<file path="src/dio_pkg.sv">
// Constants shared by the digital port block
`default_nettype none

package dio_pkg;

  // I/O space locations
  localparam logic [11:0] ADDR_PRIMARY_DATA   = 12'hEC0;
  localparam logic [11:0] ADDR_SECONDARY_DATA = 12'hEC1;
  localparam logic [11:0] ADDR_WINDOW         = 12'hEC2;
  localparam logic [11:0] ADDR_MODE_CONTROL   = 12'hEC3;

  // Control register fields
  localparam int CTL_SEL_LSB  = 0;
  localparam int CTL_SEC_DIR  = 2;
  localparam int CTL_MODE_LSB = 3;
  localparam int CTL_HIT      = 6;

  // Window selection by control bits 1:0
  typedef enum logic [1:0] {
    SEL_CLEAR     = 2'h0,
    SEL_DIRECTION = 2'h1,
    SEL_MASK      = 2'h2,
    SEL_COMPARE   = 2'h3
  } window_sel_t;

  // Interrupt modes in control bits 4:3
  typedef enum logic [1:0] {
    MODE_OFF    = 2'h0,
    MODE_STROBE = 2'h1,
    MODE_EVENT  = 2'h2,
    MODE_MATCH  = 2'h3
  } irq_mode_t;

  // Reset value, all-masked pattern and control write mask
  localparam logic [7:0] RESET_BYTE    = 8'h00;
  localparam logic [7:0] ALL_MASKED    = 8'hFF;
  localparam logic [7:0] CONTROL_WMASK = 8'h1F;

  // Sampling tick from the 20 MHz clock, fractional accumulator
  localparam int CLK_RATE_KHZ    = 20000;
  localparam int SAMPLE_RATE_KHZ = 8330;
  localparam logic [14:0] ACC_STEP = 15'(SAMPLE_RATE_KHZ);
  localparam logic [14:0] ACC_WRAP = 15'(CLK_RATE_KHZ);

  // Deglitch: shortest pulse that may register, in ns
  localparam int CLK_PERIOD_NS = 50;
  localparam int GLITCH_NS     = 60;
  localparam int FILTER_CYCLES = (GLITCH_NS / CLK_PERIOD_NS) < 1 ? 1
                                 : (GLITCH_NS / CLK_PERIOD_NS);
  localparam logic [1:0] FILTER_CNT = 2'(FILTER_CYCLES);

  // Interrupt line routing codes
  localparam logic [2:0] ROUTE_NONE = 3'h0;
  localparam int         IRQ_LINES  = 5;

endpackage

`default_nettype wire

</file>
<file path="src/dio_port_sampler.sv">
// Synchroniser, deglitch filter and 8.33 MHz sampler for the primary port
`timescale 1ns/100ps
`default_nettype none

module dio_port_sampler (
  // Clock and reset
  input  wire logic       i_ref_clk,
  input  wire logic       i_rst_n,
  // Pins
  input  wire logic [7:0] i_pins,
  // Results
  output logic      [7:0] o_pins_sync,
  output logic      [7:0] o_sample,
  output logic            o_sample_valid
);

  logic [7:0]  meta_q;
  logic [7:0]  sync_q;
  logic [7:0]  clean_q;
  logic [14:0] acc_q;
  logic [14:0] acc_sum;
  logic        tick;

  always_ff @(posedge i_ref_clk or negedge i_rst_n) begin
    if (!i_rst_n) begin
      meta_q <= dio_pkg::RESET_BYTE;
      sync_q <= dio_pkg::RESET_BYTE;
    end else begin
      meta_q <= i_pins;
      sync_q <= meta_q;
    end
  end

  assign o_pins_sync = sync_q;

  // A bit is accepted only after it stayed stable, so short glitches die here.
  // Accepted level held until a tick takes it; 120 ns pulses never slip between ticks
  genvar b;
  generate
    for (b = 0; b < 8; b++) begin : g_filter
      logic [1:0] stable_q;
      logic       held_q;
      logic       accept;
      assign accept = (sync_q[b] != clean_q[b]) && !held_q
                      && (stable_q >= dio_pkg::FILTER_CNT);
      always_ff @(posedge i_ref_clk or negedge i_rst_n) begin
        if (!i_rst_n) begin
          stable_q   <= 2'h0;
          clean_q[b] <= 1'b0;
        end else if (sync_q[b] == clean_q[b]) begin
          stable_q <= 2'h0;
        end else if (accept) begin
          clean_q[b] <= sync_q[b];
          stable_q   <= 2'h0;
        end else if (stable_q < dio_pkg::FILTER_CNT) begin
          stable_q <= stable_q + 2'h1;
        end
      end
      always_ff @(posedge i_ref_clk or negedge i_rst_n) begin
        if (!i_rst_n) begin
          held_q <= 1'b0;
        end else if (accept) begin
          held_q <= 1'b1;
        end else if (tick) begin
          held_q <= 1'b0;
        end
      end
    end
  endgenerate

  // Average rate of 8.33 MHz; ticks come 2 or 3 clocks apart
  assign acc_sum = acc_q + dio_pkg::ACC_STEP;
  assign tick    = (acc_sum >= dio_pkg::ACC_WRAP);

  always_ff @(posedge i_ref_clk or negedge i_rst_n) begin
    if (!i_rst_n) begin
      acc_q          <= 15'h0000;
      o_sample       <= dio_pkg::RESET_BYTE;
      o_sample_valid <= 1'b0;
    end else if (tick) begin
      acc_q          <= acc_sum - dio_pkg::ACC_WRAP;
      o_sample       <= clean_q;
      o_sample_valid <= 1'b1;
    end else begin
      acc_q          <= acc_sum;
      o_sample_valid <= 1'b0;
    end
  end

endmodule

`default_nettype wire

</file>
<file path="src/dio_port.sv">
// Twelve-line digital port with strobe, event and match interrupts
//
// What this block does
// - Primary bits individually input or output
// - Primary data write drives output pins
// - Secondary port bits 3:0, one direction
// - Secondary output: read returns last written
// - Window register selected by control bits 1:0
// - Reading clear register clears pending interrupts
// - Writing clear register zeroes five registers
// - Direction bit one means output
// - Mask one excludes bit from comparison
// - All bits masked disables comparator
// - Compare readable, writable, matched in match mode
// - Match or event sets control bit 6
// - Mode 10 event, mode 11 match
// - Deglitched 8.33 MHz sampling into compare
// - Mode 01 strobe rising edge interrupts
// - Strobe request holds until clear read
// - Strobe latches port, locks until compare read
// - Request routed to one of five lines
// - Event mode: unmasked bit change interrupts
// - Match mode: unmasked bits equal pattern
// - Power-up clears registers, all lines input
`timescale 1ns/100ps
`default_nettype none

module dio_port (
  // Clock and reset
  input  wire logic        i_ref_clk,
  input  wire logic        i_reset_n,
  // Host I/O access, one-cycle strobes
  input  wire logic [11:0] i_io_addr,
  input  wire logic        i_io_rd,
  input  wire logic        i_io_wr,
  input  wire logic [7:0]  i_io_wdata,
  output logic      [7:0]  o_io_rdata,
  // Primary port pins
  input  wire logic [7:0]  i_primary_port_bit,
  output logic      [7:0]  o_primary_port_bit,
  output logic      [7:0]  o_primary_port_oe,
  // Secondary port pins
  input  wire logic [3:0]  i_secondary_port_bit,
  output logic      [3:0]  o_secondary_port_bit,
  output logic      [3:0]  o_secondary_port_oe,
  // Strobe pin
  input  wire logic        i_strobe,
  // Interrupt routing
  input  wire logic [2:0]  i_irq_route,
  output logic      [4:0]  o_irq_lines
);

  logic       rst_meta_q;
  logic       rst_n_q;
  logic [7:0] primary_data_q;
  logic [3:0] secondary_data_q;
  logic [7:0] direction_q;
  logic [7:0] mask_q;
  logic [7:0] compare_q;
  logic [7:0] control_q;
  logic       pending_q;
  logic       strobe_lock_q;
  logic [3:0] sec_meta_q;
  logic [3:0] sec_sync_q;
  logic       stb_meta_q;
  logic       stb_sync_q;
  logic       stb_prev_q;
  logic [7:0] pins_sync;
  logic [7:0] sample;
  logic       sample_valid;

  logic       wr_primary;
  logic       wr_secondary;
  logic       wr_window;
  logic       wr_control;
  logic       rd_window;
  logic       board_clear;
  logic       irq_clear;
  logic       compare_read;
  logic       comparator_on;
  logic       event_hit;
  logic       match_hit;
  logic       strobe_hit;
  logic       hit;
  logic       irq_req;
  logic [7:0] primary_read;
  logic [7:0] secondary_read;
  logic [7:0] window_read;

  dio_pkg::window_sel_t sel;
  dio_pkg::irq_mode_t   mode;

  // Reset release through two flops
  always_ff @(posedge i_ref_clk or negedge i_reset_n) begin
    if (!i_reset_n) begin
      rst_meta_q <= 1'b0;
      rst_n_q    <= 1'b0;
    end else begin
      rst_meta_q <= 1'b1;
      rst_n_q    <= rst_meta_q;
    end
  end

  dio_port_sampler dio_port_sampler_inst (
    .i_ref_clk      (i_ref_clk),
    .i_rst_n        (rst_n_q),
    .i_pins         (i_primary_port_bit),
    .o_pins_sync    (pins_sync),
    .o_sample       (sample),
    .o_sample_valid (sample_valid)
  );

  // Secondary pins and strobe synchronisers
  always_ff @(posedge i_ref_clk or negedge rst_n_q) begin
    if (!rst_n_q) begin
      sec_meta_q <= 4'h0;
      sec_sync_q <= 4'h0;
      stb_meta_q <= 1'b0;
      stb_sync_q <= 1'b0;
      stb_prev_q <= 1'b0;
    end else begin
      sec_meta_q <= i_secondary_port_bit;
      sec_sync_q <= sec_meta_q;
      stb_meta_q <= i_strobe;
      stb_sync_q <= stb_meta_q;
      stb_prev_q <= stb_sync_q;
    end
  end

  assign sel  = dio_pkg::window_sel_t'(control_q[dio_pkg::CTL_SEL_LSB +: 2]);
  assign mode = dio_pkg::irq_mode_t'(control_q[dio_pkg::CTL_MODE_LSB +: 2]);

  // Address decode
  assign wr_primary   = i_io_wr && (i_io_addr == dio_pkg::ADDR_PRIMARY_DATA);
  assign wr_secondary = i_io_wr && (i_io_addr == dio_pkg::ADDR_SECONDARY_DATA);
  assign wr_window    = i_io_wr && (i_io_addr == dio_pkg::ADDR_WINDOW);
  assign wr_control   = i_io_wr && (i_io_addr == dio_pkg::ADDR_MODE_CONTROL);
  assign rd_window    = i_io_rd && (i_io_addr == dio_pkg::ADDR_WINDOW);
  assign board_clear  = wr_window && (sel == dio_pkg::SEL_CLEAR);
  assign irq_clear    = rd_window && (sel == dio_pkg::SEL_CLEAR);
  assign compare_read = rd_window && (sel == dio_pkg::SEL_COMPARE);

  // Detection
  assign comparator_on = (mask_q != dio_pkg::ALL_MASKED);
  assign event_hit = sample_valid && comparator_on && (mode == dio_pkg::MODE_EVENT)
                     && (((sample ^ compare_q) & ~mask_q) != 8'h00);
  assign match_hit = sample_valid && comparator_on && (mode == dio_pkg::MODE_MATCH)
                     && (((sample ^ compare_q) & ~mask_q) == 8'h00);
  assign strobe_hit = (mode == dio_pkg::MODE_STROBE) && stb_sync_q && !stb_prev_q
                      && !strobe_lock_q;
  assign hit = event_hit || match_hit;

  // Primary port data and direction
  always_ff @(posedge i_ref_clk or negedge rst_n_q) begin
    if (!rst_n_q) begin
      primary_data_q <= dio_pkg::RESET_BYTE;
      direction_q    <= dio_pkg::RESET_BYTE;
    end else begin
      if (board_clear) begin
        primary_data_q <= dio_pkg::RESET_BYTE;
      end else if (wr_primary) begin
        primary_data_q <= i_io_wdata;
      end
      if (wr_window && (sel == dio_pkg::SEL_DIRECTION)) begin
        direction_q <= i_io_wdata;
      end
    end
  end

  assign o_primary_port_bit = primary_data_q;
  assign o_primary_port_oe  = direction_q;
  assign primary_read = (primary_data_q & direction_q) | (pins_sync & ~direction_q);

  // Secondary port data
  always_ff @(posedge i_ref_clk or negedge rst_n_q) begin
    if (!rst_n_q) begin
      secondary_data_q <= 4'h0;
    end else if (board_clear) begin
      secondary_data_q <= 4'h0;
    end else if (wr_secondary) begin
      secondary_data_q <= i_io_wdata[3:0];
    end
  end

  assign o_secondary_port_bit = secondary_data_q;
  assign o_secondary_port_oe  = {4{control_q[dio_pkg::CTL_SEC_DIR]}};
  assign secondary_read = {4'h0, control_q[dio_pkg::CTL_SEC_DIR] ? secondary_data_q
                                                                 : sec_sync_q};

  // Mask register
  always_ff @(posedge i_ref_clk or negedge rst_n_q) begin
    if (!rst_n_q) begin
      mask_q <= dio_pkg::RESET_BYTE;
    end else if (board_clear) begin
      mask_q <= dio_pkg::RESET_BYTE;
    end else if (wr_window && (sel == dio_pkg::SEL_MASK)) begin
      mask_q <= i_io_wdata;
    end
  end

  // Compare register: written by software, loaded by sampler or strobe
  always_ff @(posedge i_ref_clk or negedge rst_n_q) begin
    if (!rst_n_q) begin
      compare_q <= dio_pkg::RESET_BYTE;
    end else if (board_clear) begin
      compare_q <= dio_pkg::RESET_BYTE;
    end else if (strobe_hit) begin
      compare_q <= pins_sync;
    end else if (sample_valid && (mode == dio_pkg::MODE_EVENT)) begin
      compare_q <= sample;
    end else if (wr_window && (sel == dio_pkg::SEL_COMPARE)) begin
      compare_q <= i_io_wdata;
    end
  end

  // Strobe lock: a new strobe wins over a compare read in the same cycle
  always_ff @(posedge i_ref_clk or negedge rst_n_q) begin
    if (!rst_n_q) begin
      strobe_lock_q <= 1'b0;
    end else if (strobe_hit) begin
      strobe_lock_q <= 1'b1;
    end else if (compare_read || board_clear) begin
      strobe_lock_q <= 1'b0;
    end
  end

  // Control register; bit 6 is set by hardware, set beats clear
  always_ff @(posedge i_ref_clk or negedge rst_n_q) begin
    if (!rst_n_q) begin
      control_q <= dio_pkg::RESET_BYTE;
    end else begin
      if (board_clear) begin
        control_q[5:0] <= 6'h00;
        control_q[7]   <= 1'b0;
      end else if (wr_control) begin
        control_q[4:0] <= i_io_wdata[4:0];
      end
      if (hit) begin
        control_q[dio_pkg::CTL_HIT] <= 1'b1;
      end else if (board_clear || irq_clear) begin
        control_q[dio_pkg::CTL_HIT] <= 1'b0;
      end
    end
  end

  // Pending request; an event in the clearing cycle is kept
  always_ff @(posedge i_ref_clk or negedge rst_n_q) begin
    if (!rst_n_q) begin
      pending_q <= 1'b0;
    end else if (hit || strobe_hit) begin
      pending_q <= 1'b1;
    end else if (irq_clear || board_clear) begin
      pending_q <= 1'b0;
    end
  end

  assign irq_req = pending_q && (mode != dio_pkg::MODE_OFF);

  // One-hot routing onto lines 3, 5, 6, 10, 11 (codes 1 to 5)
  genvar l;
  generate
    for (l = 0; l < dio_pkg::IRQ_LINES; l++) begin : g_route
      assign o_irq_lines[l] = irq_req && (i_irq_route == 3'(l + 1));
    end
  endgenerate

  // Window read mux; the clear and write-only slots read back as zero
  always_comb begin
    unique case (sel)
      dio_pkg::SEL_CLEAR:     window_read = 8'h00;
      dio_pkg::SEL_DIRECTION: window_read = 8'h00;
      dio_pkg::SEL_MASK:      window_read = 8'h00;
      dio_pkg::SEL_COMPARE:   window_read = compare_q;
    endcase
  end

  // Read data registered, valid the cycle after the read strobe
  always_ff @(posedge i_ref_clk or negedge rst_n_q) begin
    if (!rst_n_q) begin
      o_io_rdata <= dio_pkg::RESET_BYTE;
    end else if (i_io_rd) begin
      unique case (i_io_addr)
        dio_pkg::ADDR_PRIMARY_DATA:   o_io_rdata <= primary_read;
        dio_pkg::ADDR_SECONDARY_DATA: o_io_rdata <= secondary_read;
        dio_pkg::ADDR_WINDOW:         o_io_rdata <= window_read;
        dio_pkg::ADDR_MODE_CONTROL:   o_io_rdata <= control_q;
        default:                      o_io_rdata <= 8'h00;
      endcase
    end
  end

endmodule

`default_nettype wire

</file>
<file path="config.mk">
export PLATFORM = sky130hd
export DESIGN_NAME = dio_port
export DESIGN_NICKNAME = d
export VERILOG_FILES = /design/src/dio_pkg.sv /design/src/dio_port_sampler.sv /design/src/dio_port.sv
export SDC_FILE = /design/constraint.sdc
export NUM_CORES = 1
export LEC_CHECK = 0
export BUFFER_PORTS_ARGS = -buffer_cell sky130_fd_sc_hd__buf_2
export CAP_MARGIN = 30
export CORE_AREA = 4 4 134 123
export DETAILED_ROUTE_END_ITERATION = 10
export DIE_AREA = 0 0 138 127
export GPL_TIMING_DRIVEN = 0
export PLACE_DENSITY = 0.69
export SLEW_MARGIN = 20
export SYNTH_ARGS = -nofsm -noshare
export SYNTH_HDL_FRONTEND = slang
export SYNTH_HIERARCHICAL = 1
export SYNTH_SLANG_ARGS = --single-unit
</file>
<file path="constraint.sdc">
create_clock -name i_ref_clk -period 4.1 [get_ports i_ref_clk]
set_clock_uncertainty 0.1 [all_clocks]
set_input_delay 0.41 -clock i_ref_clk [delete_from_list [all_inputs] [get_ports i_ref_clk]]
set_output_delay 0.41 -clock i_ref_clk [all_outputs]
set_load 0.03 [all_outputs]
</file>
Word-level counts from Yosys, hierarchy flattened --
Index checks and enable logic that the tools add are counted. W data, S select, Z words.
Operators by class: order comparisons 17, bitwise gates (word level) 15, add/sub/neg operators 10, muxes and demuxes 55, equality and inequality tests 32, reduce and logical (&&, ||, !) cells 93
Operators by type and width (number):
- $mux W8 | 8
- $eq A12 B12 Y1 const B | 4
- $mux W2 | 24
- $logic_and A1 B1 Y1 | 42
- $pmux W8 S4 | 1
- $reduce_bool A2 Y1 | 16
- $and A8 B8 Y8 | 3
- $reduce_bool A3 Y1 | 8
- $add A2 B1 Y2 const B | 8
- $ge A2 B1 Y1 const B | 8
- $lt A2 B1 Y1 const B | 8
- $not A8 Y8 | 2
- $pmux W8 S2 | 1
- $reduce_and A2 Y1 | 8
- $add A15 B14 Y15 const B | 1
- $ge A15 B15 Y1 const B | 1
- $mux W1 | 15
- $mux W15 | 1
- $sub A15 B15 Y15 const B | 1
- $mux W4 | 3
- $logic_not A1 Y1 | 10
- $mux W5 | 2
- $eq A1 B1 Y1 | 8
- $eq A2 B2 Y1 const B | 4
- 15 further kinds | 35
Storage, ports and cells: logic and storage cells 268, register bits 137, bits of input ports 40, output and inout port bits 37

Longest topological paths before layout --
depth after elaboration 7, gate-level depth with buffers 11, depth with buffers taken out 9

Hierarchy --
The synthesis kept the hierarchy.
By module, submodules not included:
- dio_port_sampler | instances 1, cells each 322, area an instance 3474.6 um^2
- dio_port | instances 1, cells each 320, area an instance 3226.8 um^2

Least setup slack after synthesis --
Ideal clock, no wire load.
kind flip-flop to flip-flop, start register dio_port_sampler_inst.acc_q[1], end register dio_port_sampler_inst.acc_q[5], slack 1.125 ns, stages on the path, launching flop included 12, arrival time 2.740 ns, setup time 0.135 ns, required time 3.865 ns, period minus slack after synthesis 2.975 ns, path buffers 2, cells stage by stage dfrtp_1 -> ha_1 -> buf_2 -> o21ai_0 -> xor2_1 -> ha_1 -> inv_1 -> o41ai_4 -> o2bb2ai_2 -> a21oi_4 -> buf_6 -> xnor2_2
On the way: cells in the longest elaborated chain, start to end 3
Ends and longest elaborated chain:
- from (decl) | RTL line dio_port_sampler.sv:20 | logic [14:0] acc_q;
- from (signal assigned) | RTL line dio_port_sampler.sv:81 | acc_q <= acc_sum - dio_pkg::ACC_WRAP;
- from (signal assigned) | RTL line dio_port_sampler.sv:85 | acc_q <= acc_sum;
- $add A15 B14 Y15 | RTL line dio_port_sampler.sv:72 | assign acc_sum = acc_q + dio_pkg::ACC_STEP;
- $ge A15 B15 Y1 | RTL line dio_port_sampler.sv:73 | assign tick = (acc_sum >= dio_pkg::ACC_WRAP);
- named net dio_port_sampler_inst.tick | RTL line dio_port_sampler.sv:22 | logic tick;
- $mux W15 | RTL line dio_port_sampler.sv:80 | end else if (tick) begin
The timed path passes the listed nets, and every way through them passes these cells. A chain may end at the register's enable or synchronous reset.

Worst setup path in the final report --
Same ends and word-level chain as after synthesis.

==> key figures <==
Run status
  • Status: finished, final reports clean

Timing
  • Final Cycle Share: roughly 83%
  • Fmax: 0.295 GHz
  • Slew @ Worst Pin: 789 ps
  • Setup TNS: 0 ps
  • Fin. Hold Viols: 0
  • Worst hold slack: approximately 170 ps
  • Tmin final: 3390 ps
  • Relative slew slack: between 40% and 50%
  • Setup violations, final: 0
  • RSZ-0062 raised after global routing: false
  • Final Max Slew Viols: 0

Yosys
  • Adder and majority gate portion of the synthesized area: under 10%
  • Syn Nets: ~690
  • Main synth FF type: dfrtp_1
  • Synth Cell Area: 6700 µm²
  • Largest family of logic cells by synthesized area: compound AO/OA/AOI/OAI gates
  • Async SR Flop Fraction: between 90% and 100%
  • Mux contribution to synthesized area: 8.76%
  • Cells after Synth: roughly 640
  • Distinct cells, synth: 66
  • EDFF count, synth: 0
  • Mapped Avg Cell Area: about 10 µm²
  • Yosys warns: 6
  • Simple-gate share of the synthesized area: 14.3%
  • Synth Area in XOR/XNOR: under 10%
  • Synth Area in Compound Gates: between 10% and 20%
  • Synth Register Bits: between 100 and 150
  • Seq/Total Area, Yosys: 50.8%

Route
  • Post-DR wirelength/cell: approximately 16 µm
  • Antenna Nets Post-Route: 0
  • DRC viols: 0
  • Drt pass-1 iters: 6
  • Routed vias/inst: approximately 5.5
  • DRT iter0 DRCs: 433
  • Via Count: 5361
  • DRT Wirelength: between 15000 and 20000 µm

Die
  • Core area: around 15000 µm²
  • Die width: 138 µm
  • Die H: approximately 130 µm
  • # rows: 43
  • Boundary Pins: 77
  • Die ar.: around 18000 µm²
  • Starting density of the core: 44.2%

CTS
  • CTS tree: yes
  • Htree depth: 4
  • CTS sink cnt: approximately 140
  • Max clock buf depth: 2
  • CTS Buf Count: 17
  • CTS root buffer: clkbuf_16
  • Reg clk slew, reported paths: about 60 ps
  • Postcts setup bufs: 0
  • Clock Latency Late Sink: 420 ps

Min path
  • Worst Hold Class: primary input to flop

Layout
  • Multi-input logic area: 2990 µm²
  • Fin area: about 8100 µm²
  • Layout cell share with drive strength beyond 1: between 20% and 30%
  • Final core utilization: 53.4%
  • Commonest non-fill, non-tap cell in the layout: dfrtp_1
  • Area grow syn2layout: 21.0%
  • Filler cells: approximately 1300
  • Sequential Area: roughly 3400 µm²
  • Antenna cell count: 0
  • Final nets: roughly 800
  • Final std cells w/o fill: between 900 and 1000
  • Commonest cells after routing, fill and taps aside: 135 x dfrtp_1, 83 x buf_2, 68 x nor2_1, 58 x nand2_1, 40 x a21oi_1

Critical path
  • CP most frequent cell: ha_1
  • Setup crit end kind: flop
  • Delay-heaviest family, CP: compound AO/OA/AOI/OAI gates
  • CP max stage delay: ~500 ps
  • Crit Path Category: flop to flop
  • Crit path arrival time: around 3600 ps
  • Worst Path Buf+Inv: 3
  • Slowest cell on the critical path: o41ai_4
  • Largest fanout on the critical path: 10
  • Critical path, cell by cell: ha_1 > buf_2 > o21ai_0 > xor2_1 > ha_1 > inv_1 > o41ai_4 > o2bb2ai_2 > a21oi_4 > buf_6 > xnor2_2
  • Req. time, crit path: ~4300 ps
  • Startpoint Class: flop

GRT
  • Initial antenna violation count: 0
  • Vias in the first global route: 5334
  • All-Layer GR Usage: a little under a fifth
  • First-pass GRT wire length: approximately 27000 µm
  • Grt total ovfl: 0
  • Largest net degree at the start of global routing: 55

Job
  • Max Cap Viol: 0

Pwr
  • VDD IR-drop max: 0.298 mV
  • Psw: approximately 1.2 mW
  • Static Leak: 3.64 nW
  • Pwr Density: approximately 480 nW/µm²
  • Sw frac: between 20% and 30%
  • Internal Power: 2.74 mW
  • Clock Power Share: 38.7%
  • Combinational power share: around 18%
  • Flop pwr share: a little over two fifths

Placed design
  • Area post-placement: around 7400 µm²
  • Cell count after placement: 921
  • IO buf count: 75
  • Dpl hpwl: around 11000 µm
  • Gpl congestion: about 0.9
[repair_timing]
action | 4_1_cts | 5_1_grt
hold endpoints to repair | 15 | 0
gates resized for setup | 0 | 0
hold buffers | 14 | 0
[tightest hold or removal path: stages]
cell and delay (ps):
buf_2 130, nand2_1 70, o21ai_1 50
[path summary, 6_finish.rpt]
path	end	cells after the start	startpoint	slack, ps
setup / recovery	dio_port_sampler_inst/acc_q[5]	11	dio_port_sampler_inst/acc_q[1]	710
max in group asynchronous	dio_port_sampler_inst/g_filter[7].stable_q[0]	1	rst_n_q	2990
hold / removal	mask_q[6]	3	i_io_wdata[6]	170
setup reg to reg	dio_port_sampler_inst/acc_q[5]	11	dio_port_sampler_inst/acc_q[1]	710
min in group asynchronous	rst_n_q	2	i_reset_n	200
hold reg to reg	dio_port_sampler_inst/g_filter[4].stable_q[0]	0	rst_n_q	250
[cell families (layout without fill, tap and decap cells)]
| logic type | Yosys count | in the layout |
|---|---|---|
| AND/OR/NAND/NOR | 192 | 192 |
| AO/OA/AOI/OAI | 152 | 152 |
| flip-flops | 136 | 136 |
| buffers and inverters | 65 | 188 |
| multiplexers | 55 | 55 |
| XOR/XNOR | 30 | 30 |
| adder cells (fa/ha/maj) | 11 | 11 |
| other | 1 | 1 |
[layer usage]
| metal | track usage, % | wire [µm] | vias up |
|---|---|---|---|
| li1 | - | - | 2512 |
| met1 | 25.2 | 7040 | 2643 |
| met2 | 30.4 | 7670 | 188 |
| met3 | 3.85 | 910 | 18 |
| met4 | 6.86 | 276 | 0 |
| met5 | 0 | 0 | - |
[area by class of cell]
type | instances | share of cell area (%)
sequential | 136 | 42.0
multi-input combinational | 441 | 36.9
timing repair buffer | 91 | 6.94
clock buffer | 17 | 5.25
tap | 202 | 3.12
buffer | 30 | 2.13
clock inverter | 15 | 2.01
inverter | 35 | 1.62
[power by group through the flow]
| stage | Combinational [mW] | Clock, mW | Sequential (mW) |
|---|---|---|---|
| after floorplan | 0.520 | 0 | 1.69 |
| final | 0.681 | 1.51 | 1.71 |
| after global routing | 0.777 | 1.60 | 1.74 |
| after CTS | 0.687 | 1.54 | 1.71 |
| after detailed placement | 0.671 | 0 | 1.73 |
| after global placement | 0.596 | 0 | 1.73 |
[synthesized netlist by cell type (all sizes together), types with 5 or more instances]
master	number	area share [%]
dfrtp	136	51
nor2	69	3.9
nand2	58	3.2
a21oi	42	3.5
inv	35	2.0
o21ai	35	2.6
mux2	29	4.9
xnor2	27	3.6
mux2i	26	3.9
buf	17	1.8
a211oi	16	1.8
clkbuf	13	0.75
o22ai	12	1.1
ha	11	2.1
and3	9	0.84
nand3	9	0.67
nor2b	8	0.86
a22o	7	0.91
nand4	7	0.88
a22oi	5	0.56
o2111ai	5	0.65
o211ai	5	0.56
[state kept, by name (all words and copies together), names as in the netlist, 4 cells and up]
register                                 flops
dio_port_sampler_inst/g_filter.stable_q     16
dio_port_sampler_inst/o_pins_sync            8
o_primary_port_oe                            8
dio_port_sampler_inst/g_filter.held_q        8
o_primary_port_bit                           8
dio_port_sampler_inst/o_sample               8
sec_meta_q                                   4
sec_sync_q                                   4
control_q                                    6
dio_port_sampler_inst/meta_q                 8
mask_q                                       8
dio_port_sampler_inst/acc_q                 14
o_io_rdata                                   8
dio_port_sampler_inst/clean_q                8
compare_q                                    8
o_secondary_port_bit                         4
[per-stage QoR]
step                worst slack [ps]  total power [mW]
global placement                 796              2.33
floorplan                       1120              2.21
detailed placement               717              2.40
global route                     433              4.12
finish                           706              3.89
CTS                              712              3.93
No activity file was read; power rests on OpenSTA's default activity.
